<file path="config.mk">
export PLATFORM = sky130hd
export DESIGN_NAME = pph_port
export DESIGN_NICKNAME = d
export VERILOG_FILES = /design/src/rtl/pph_fifo.v /design/src/rtl/pph_port.v
export VERILOG_INCLUDE_DIRS = /design/src /design/src/common
export SDC_FILE = /design/constraint.sdc
export NUM_CORES = 1
export LEC_CHECK = 0
export ABC_CLOCK_PERIOD_IN_PS = 5420
export BUFFER_PORTS_ARGS = -buffer_cell sky130_fd_sc_hd__buf_4
export CAP_MARGIN = 5
export CORE_AREA = 10 10 144 146
export DETAILED_ROUTE_END_ITERATION = 8
export DIE_AREA = 0 0 154 156
export PLACE_DENSITY = 0.68
export SYNTH_ARGS = -nofsm -noshare
export SYNTH_HDL_FRONTEND = slang
export SYNTH_HIERARCHICAL = 1
export SYNTH_SLANG_ARGS = --single-unit
</file>
<file path="constraint.sdc">
create_clock -name clk -period 5.42 [get_ports clk]
set_input_delay 0.542 -clock clk [delete_from_list [all_inputs] [get_ports clk]]
set_output_delay 0.542 -clock clk [all_outputs]
set_load 0.02 [all_outputs]
</file>
<file path="src/common/pph_map.vh">
// register map, field positions and constants for the parallel port host block
// included by rtl files; definitions only
`ifndef PPH_MAP_VH
`define PPH_MAP_VH
`define PPH_ADDR_W 11
`define PPH_OFF_FIFO 11'h400
`define PPH_OFF_DATA 11'h000
`define PPH_OFF_CTRL 11'h002
`define PPH_OFF_CFGA 11'h401
`define PPH_OFF_MODE 11'h402
`define PPH_MODE_SPP 3'h0
`define PPH_MODE_BIDIR 3'h1
`define PPH_MODE_FIFO 3'h2
`define PPH_MODE_ECP 3'h3
`define PPH_CTRL_STROBE 0
`define PPH_CTRL_AUTOFD 1
`define PPH_CTRL_INIT 2
`define PPH_CTRL_SELIN 3
`define PPH_CTRL_DIR 5
`define PPH_CTRL_RST 8'h04
`define PPH_WORD_CODE_1B 3'h1
`define PPH_FIFO_DEPTH 16
`define PPH_FIFO_AW 4
`define PPH_CNT_W 5
`define PPH_CLK_NS 25
`define PPH_STROBE_NS 500
`define PPH_STROBE_CYC ((`PPH_STROBE_NS + `PPH_CLK_NS - 1) / `PPH_CLK_NS)
`define PPH_CYC_W 6
`endif

</file>
<file path="src/rtl/pph_fifo.v">
// forward transmit fifo, 8 bit words, fixed depth
// ignores writes when full and reads when empty; flush clears it
`timescale 1ns/10ps
`include "pph_map.vh"
module pph_fifo (
    input wire clk,
    input wire reset,
    input wire flush,
    input wire wr_valid,
    output wire wr_ready,
    input wire [7:0] wr_data,
    output wire rd_valid,
    input wire rd_ready,
    output wire [7:0] rd_data,
    output wire full,
    output wire empty
);
    reg [7:0] mem [0:`PPH_FIFO_DEPTH-1];
    reg [`PPH_FIFO_AW-1:0] wr_ptr;
    reg [`PPH_FIFO_AW-1:0] rd_ptr;
    reg [`PPH_CNT_W-1:0] count;
    wire do_wr;
    wire do_rd;
    assign full = (count == `PPH_FIFO_DEPTH);
    assign empty = (count == {`PPH_CNT_W{1'b0}});
    assign wr_ready = ~full;
    assign rd_valid = ~empty;
    assign rd_data = mem[rd_ptr];
    assign do_wr = wr_valid & ~full;
    assign do_rd = rd_ready & ~empty;
    always @(posedge clk) begin
        if (do_wr) begin
            mem[wr_ptr] <= wr_data;
        end
    end
    always @(posedge clk) begin
        if (reset || flush) begin
            wr_ptr <= {`PPH_FIFO_AW{1'b0}};
            rd_ptr <= {`PPH_FIFO_AW{1'b0}};
            count <= {`PPH_CNT_W{1'b0}};
        end else begin
            if (do_wr) begin
                wr_ptr <= wr_ptr + 1'b1;
            end
            if (do_rd) begin
                rd_ptr <= rd_ptr + 1'b1;
            end
            if (do_wr && !do_rd) begin
                count <= count + 1'b1;
            end else if (do_rd && !do_wr) begin
                count <= count - 1'b1;
            end
        end
    end
endmodule

</file>
<file path="src/rtl/pph_port.v">
// host parallel port: control override, direction, fifo mode, configuration a
// assumes a simple synchronous register port; peripheral pins synchronous to clk
`timescale 1ns/10ps
`include "pph_map.vh"
module pph_port #(
    parameter LEVEL_IRQ = 1'b0,
    parameter TRANSCEIVER_FLAG = 1'b1
) (
    input wire clk,
    input wire reset,
    input wire [`PPH_ADDR_W-1:0] reg_addr,
    input wire reg_wr,
    input wire reg_rd,
    input wire [7:0] reg_wdata,
    output reg [7:0] reg_rdata,
    output wire reg_wr_ready,
    input wire [7:0] pd_in,
    output reg [7:0] pd_out,
    output wire pd_oe,
    output wire n_strobe,
    output wire n_auto_fd,
    output wire n_reverse_request,
    output wire n_select_in,
    input wire n_ack,
    input wire busy,
    input wire n_ack_reverse,
    input wire n_periph_request,
    input wire select
);
    localparam ST_IDLE = 2'h0;
    localparam ST_SETUP = 2'h1;
    localparam ST_STROBE = 2'h2;
    localparam ST_WAIT = 2'h3;
    reg [7:0] ctrl;
    reg [2:0] mode;
    reg cfg_misc;
    reg [1:0] partial;
    reg [1:0] state;
    reg [`PPH_CYC_W-1:0] cyc;
    reg hw_strobe;
    wire fifo_full;
    wire fifo_empty;
    wire fifo_rd_valid;
    wire fifo_wr_ready;
    wire [7:0] fifo_rd_data;
    wire fifo_pop;
    wire fifo_push;
    wire fifo_flush;
    wire hw_mode;
    wire [7:0] cfg_a;
    wire [7:0] status;

    function hit;
        input [`PPH_ADDR_W-1:0] a;
        input [`PPH_ADDR_W-1:0] off;
        begin
            hit = (a == off);
        end
    endfunction

    // partial is cleared only on the way from 011 back to 000 or 001
    function leaves_ecp;
        input [2:0] cur;
        input [2:0] nxt;
        begin
            leaves_ecp = (cur == `PPH_MODE_ECP) && (nxt == `PPH_MODE_SPP || nxt == `PPH_MODE_BIDIR);
        end
    endfunction

    // fifo mode is forward only: direction never reverses it
    assign hw_mode = (mode == `PPH_MODE_FIFO);
    assign fifo_push = reg_wr & hit(reg_addr, `PPH_OFF_FIFO) & hw_mode;
    assign reg_wr_ready = fifo_wr_ready;
    // leaving fifo mode discards any queued words
    assign fifo_flush = reg_wr & hit(reg_addr, `PPH_OFF_MODE) & (reg_wdata[2:0] != mode) & hw_mode;
    // pop only once the peripheral took the byte, so full still counts it
    assign fifo_pop = (state == ST_WAIT) & ~busy & n_ack;

    pph_fifo u_fifo (
        .clk(clk),
        .reset(reset),
        .flush(fifo_flush),
        .wr_valid(fifo_push),
        .wr_ready(fifo_wr_ready),
        .wr_data(reg_wdata),
        .rd_valid(fifo_rd_valid),
        .rd_ready(fifo_pop),
        .rd_data(fifo_rd_data),
        .full(fifo_full),
        .empty(fifo_empty)
    );

    // drivers stay on in modes 000 and 010 whatever the direction bit
    assign pd_oe = (mode == `PPH_MODE_SPP) | hw_mode | ~ctrl[`PPH_CTRL_DIR];
    // software bits or the machine, so a stalled machine can be overridden
    assign n_strobe = ~(ctrl[`PPH_CTRL_STROBE] | hw_strobe);
    assign n_auto_fd = ~ctrl[`PPH_CTRL_AUTOFD];
    // abort handshake is driven by software through the init bit
    assign n_reverse_request = ctrl[`PPH_CTRL_INIT];
    assign n_select_in = ~ctrl[`PPH_CTRL_SELIN];
    // request line is only reported, never required high
    assign status = {~busy, n_ack, n_ack_reverse, select, n_periph_request, 3'h0};

    // 1-byte port word, so bits 1:0 always read complete on this design
    assign cfg_a = {LEVEL_IRQ, `PPH_WORD_CODE_1B, cfg_misc, TRANSCEIVER_FLAG, partial};

    always @(posedge clk) begin
        if (reset) begin
            ctrl <= `PPH_CTRL_RST;
            mode <= `PPH_MODE_SPP;
            cfg_misc <= 1'b0;
            partial <= 2'h0;
        end else if (reg_wr) begin
            if (hit(reg_addr, `PPH_OFF_CTRL)) begin
                ctrl <= {2'h0, reg_wdata[5:0]};
            end
            if (hit(reg_addr, `PPH_OFF_CFGA)) begin
                cfg_misc <= reg_wdata[3];
            end
            if (hit(reg_addr, `PPH_OFF_MODE)) begin
                mode <= reg_wdata[2:0];
                if (leaves_ecp(mode, reg_wdata[2:0])) begin
                    // word is one byte wide so no fraction is ever left
                    partial <= 2'h0;
                end
            end
        end
    end

    always @(posedge clk) begin
        if (reset) begin
            pd_out <= 8'h00;
        end else if (hw_mode && state == ST_IDLE && fifo_rd_valid && !busy) begin
            pd_out <= fifo_rd_data;
        end else if (reg_wr && hit(reg_addr, `PPH_OFF_DATA) && !hw_mode) begin
            pd_out <= reg_wdata;
        end
    end

    // standard handshake: setup, strobe pulse, wait for busy to drop
    always @(posedge clk) begin
        if (reset || !hw_mode) begin
            state <= ST_IDLE;
            cyc <= {`PPH_CYC_W{1'b0}};
            hw_strobe <= 1'b0;
        end else begin
            case (state)
                ST_IDLE: begin
                    // a busy peripheral stalls here; the head byte stays counted
                    if (fifo_rd_valid && !busy) begin
                        state <= ST_SETUP;
                        cyc <= {`PPH_CYC_W{1'b0}};
                    end
                end
                ST_SETUP: begin
                    cyc <= cyc + 1'b1;
                    if (cyc == `PPH_STROBE_CYC - 1) begin
                        state <= ST_STROBE;
                        cyc <= {`PPH_CYC_W{1'b0}};
                        hw_strobe <= 1'b1;
                    end
                end
                ST_STROBE: begin
                    cyc <= cyc + 1'b1;
                    if (cyc == `PPH_STROBE_CYC - 1) begin
                        state <= ST_WAIT;
                        hw_strobe <= 1'b0;
                    end
                end
                ST_WAIT: begin
                    if (!busy && n_ack) begin
                        state <= ST_IDLE;
                    end
                end
                default: begin
                    state <= ST_IDLE;
                end
            endcase
        end
    end

    always @(posedge clk) begin
        if (reset) begin
            reg_rdata <= 8'h00;
        end else if (reg_rd) begin
            if (hit(reg_addr, `PPH_OFF_CTRL)) begin
                reg_rdata <= {2'h0, ctrl[5:0]};
            end else if (hit(reg_addr, `PPH_OFF_CFGA)) begin
                reg_rdata <= cfg_a;
            end else if (hit(reg_addr, `PPH_OFF_MODE)) begin
                reg_rdata <= {3'h0, fifo_full, fifo_empty, mode};
            end else if (hit(reg_addr, `PPH_OFF_DATA)) begin
                reg_rdata <= pd_oe ? pd_out : pd_in;
            end else if (hit(reg_addr, `PPH_OFF_DATA + 11'h001)) begin
                reg_rdata <= status;
            end else begin
                reg_rdata <= 8'h00;
            end
        end
    end
endmodule

</file>
==> insert_results.sql <==
INSERT INTO impl_metrics (metric_group, metric, value, unit) VALUES
('place', 'dpl_cells', '806', ''),
('floorplanning', 'initial_core_util', '44.1', '%'),
('setup_path', 'crit_fanout', '6', ''),
('power', 'power.internal', '2.24', 'mW'),
('power', 'sw_frac_of_total', '20.5', '%'),
('floorplanning', 'floorplan.io_pins', '58', ''),
('setup_path', 'crit_top_cell', 'sky130_fd_sc_hd__ha_1', ''),
('sta', 'skew', '0.00615', 'ns'),
('logic_synthesis', 'synth.top_cells.by_area', 'sky130_fd_sc_hd__edfxtp_1, sky130_fd_sc_hd__dfxtp_1, sky130_fd_sc_hd__mux4_2', ''),
('power', 'power.share.clock', '45.3', '%'),
('routing', 'detailed_router_iteration_count_before_antenna_repair', '5', ''),
('setup_path', 'timing.critical_path.slowest_cell_delay', '0.57', 'ns'),
('setup_path', 'crit_buf_inv', '2', ''),
('cells_and_area', 'layout_common_cells', 'sky130_fd_sc_hd__edfxtp_1, sky130_fd_sc_hd__nor2_1, sky130_fd_sc_hd__buf_4', ''),
('logic_synthesis', 'syn_nets', '597', ''),
('clocking', 'cts_buffer_count', '17', ''),
('clocking', 'post_cts_resized', '0', ''),
('routing', 'final_routed_wirelength', '17.3', 'mm'),
('run_status', 'outcome', 'completed', ''),
('grt', 'grt_antenna_before_repair', '0', ''),
('clocking', 'clock_sink_count', '180', ''),
('logic_synthesis', 'post_synth_instance_area', '0.00786', 'mm²'),
('sta', 'fin_tns_setup', '0', 'ns'),
('setup_path', 'endpoint_kind', 'flop', ''),
('power', 'total_leakage_power', '3.23', 'nW'),
('power', 'largest_voltage_drop_on_the_vdd_net', '0.000177', 'V'),
('clocking', 'postCtsSetupBuffers', '0', ''),
('power', 'comb_power_share', '2.5', '%'),
('place', 'place.detailed.hpwl', '12.0', 'mm'),
('logic_synthesis', 'synth_seq_cells', '180', ''),
('clocking', 'cts_buffer_depth', '2', ''),
('cells_and_area', 'layout_overhead_on_the_synthesized_area', '15.1', '%'),
('setup_path', 'timing_worst_setup_path_type', 'input port to flop', ''),
('cells_and_area', 'filler_cell_count', '1444', ''),
('sta', 'final_hold_viol_count', '0', ''),
('logic_synthesis', 'postSynth.topFlopCell', 'sky130_fd_sc_hd__edfxtp_1', ''),
('clocking', 'htreeDepth', '4', ''),
('place', 'buffer_ports.inserted', '57', ''),
('routing', 'route.detailed.vias_per_inst', '5.68', ''),
('logic_synthesis', 'post_synth_num_cell_types', '65', ''),
('clocking', 'holdBufCountCts', '0', ''),
('worst_hold_path', 'worst_hold_path_type', 'input port to flop', ''),
('sta', 'maxClockFrequency', '273', 'MHz'),
('setup_path', 'worstPathCellList', 'buf_4 > nor4_2 > and2_1 > nand2_1 > nor3_1 > a21boi_2 > ha_1 > inv_1 > ha_1 > a21o_2 > a21oi_1 > nor4_1 > or3_1', ''),
('sta', 'timing_worst_slew_pin_value', '1.22', 'ns'),
('grt', 'grt_pass1_wl', '27.5', 'mm'),
('clocking', 'cts_tree', 'done', ''),
('cells_and_area', 'n_antenna_cell', '0', ''),
('logic_synthesis', 'async_reset_ff_share', '0', '%'),
('floorplanning', 'fp-row-count', '49', ''),
('grt', 'grtUsageTotal', '14.5', '%'),
('logic_synthesis', 'synthesis.yosys.warnings', '6', ''),
('place', 'gpl.final_weighted_congestion', '0.823', ''),
('routing', 'dr_total_vias', '4760', ''),
('power', 'cellPowerDensity', '311', 'mW/mm²'),
('logic_synthesis', 'synth_area_leader_cell', 'sky130_fd_sc_hd__edfxtp_1', ''),
('logic_synthesis', 'sequential_element_share_of_the_synthesized_area', '62.1', '%'),
('logic_synthesis', 'synthesis.area_per_instance', '14.5', 'µm²'),
('sta', 'drv_slew', '0', ''),
('routing', 'wl_per_cell', '20.7', 'µm'),
('cells_and_area', 'drive_gt1_share', '24.8', '%'),
('setup_path', 'worst_path_max_delay_cell', 'sky130_fd_sc_hd__nor4_2', ''),
('sta', 'final_setup_violations', '0', ''),
('sta', 'hold-worst-slack', '0.454', 'ns'),
('routing', 'drt_drc_violations_left', '0', ''),
('floorplanning', 'die_footprint', '0.0240', 'mm²'),
('sta', 'setup_repair_after_global_routing_missed_its_margin', 'no', ''),
('grt', 'maximum_number_of_pins_on_one_net_before_global_route_repair', '33', ''),
('floorplanning', 'area_of_the_core', '0.0178', 'mm²'),
('clocking', 'clk_root_buffer_cell', 'sky130_fd_sc_hd__clkbuf_16', ''),
('floorplanning', 'chip_height', '156', 'µm');
cells in the mapped netlist, types with 6 or more instances:
cell type	count
sky130_fd_sc_hd__nand2_1	29
sky130_fd_sc_hd__dfxtp_1	52
sky130_fd_sc_hd__inv_1	19
sky130_fd_sc_hd__nor2_1	63
sky130_fd_sc_hd__a21oi_1	10
sky130_fd_sc_hd__a22oi_1	18
sky130_fd_sc_hd__buf_6	6
sky130_fd_sc_hd__a211oi_1	11
sky130_fd_sc_hd__xnor2_1	6
sky130_fd_sc_hd__mux2i_1	22
sky130_fd_sc_hd__ha_1	16
sky130_fd_sc_hd__and2_1	7
sky130_fd_sc_hd__xor2_1	7
sky130_fd_sc_hd__mux4_2	32
sky130_fd_sc_hd__a211oi_2	8
sky130_fd_sc_hd__nor2b_1	8
sky130_fd_sc_hd__edfxtp_1	128
sky130_fd_sc_hd__nand3_1	6
sky130_fd_sc_hd__clkbuf_1	10
state kept, by name, summed over array words and instances (netlist names), named ones only:
| signal | cells |
|---|---|
| cfg_misc | 1 |
| ctrl | 6 |
| cyc | 6 |
| hw_strobe | 1 |
| mode | 3 |
| pd_out | 8 |
| reg_rdata | 8 |
| state | 2 |
| u_fifo/count | 5 |
| u_fifo/mem | 128 |
| u_fifo/rd_ptr | 4 |
| u_fifo/wr_ptr | 4 |
final timing paths:
| check | startpoint | end | cells past startpoint |
|---|---|---|---|
| setup / recovery | reg_addr[7] | u_fifo/count[3] | 13 |
| hold / removal | reg_rd | reg_rdata[0] | 3 |
| setup reg to reg | mode[2] | u_fifo/count[3] | 10 |
| hold reg to reg | reg_rdata[2] | reg_rdata[2] | 2 |
final cells by class:
class	instances	area (µm²)	share of cell area, %
clock buffer	18	429	4.74
tap	229	287	3.17
clock inverter	14	193	2.13
timing repair buffer	59	443	4.89
sequential	180	4890	54.0
multi-input combinational	319	2740	30.3
inverter	19	71.3	0.788
tightest hold or removal path, delay by kind of cell:
kind,cells,cell delay (ns)
buffers and inverters,1,0.14
and+or+nand+nor,1,0.10
AOI/OAI and AO/OA,1,0.05
power by group through the flow:
stage / Combinational, mW / Sequential (mW) / Clock [mW]
after floorplan: 0.0222 / 1.50 / 0
after global placement: 0.0679 / 1.50 / 0
after detailed placement: 0.0690 / 1.50 / 0
after CTS: 0.0694 / 1.47 / 1.29
after global routing: 0.0750 / 1.47 / 1.35
final: 0.0693 / 1.47 / 1.27
layer usage:
| layer | part of all wire (%) | global-route usage [%] |
|---|---|---|
| met5 | 0 | 0 |
| met4 | 1.8 | 5.13 |
| met3 | 5.6 | 3.42 |
| met2 | 48 | 23.5 |
| met1 | 44 | 18.8 |
through the flow:
| stage | cell area (µm²) | setup slack (ns) |
|---|---|---|
| floorplan | 7860 | 1.90 |
| CTS | 9050 | 1.79 |
| global placement | 8430 | 1.50 |
| finish | 9050 | 1.76 |
| global route | 9050 | 1.49 |
| detailed placement | 8430 | 1.34 |
cells by family (layout without fill, tap and decap cells):
logic type / count (synthesis) / in the layout / synth area share, %
DFF: 180 / 180 / 62.1
xor gates and xnor gates: 13 / 13 / 1.45
and+or+nand+nor: 150 / 150 / 9.53
adders and majority gates: 17 / 17 / 2.80
muxes: 55 / 55 / 12.1
buffers and inverters: 45 / 110 / 3.05
AOI/OAI and AO/OA: 84 / 84 / 8.94
No activity file was read; power rests on OpenSTA's default activity.
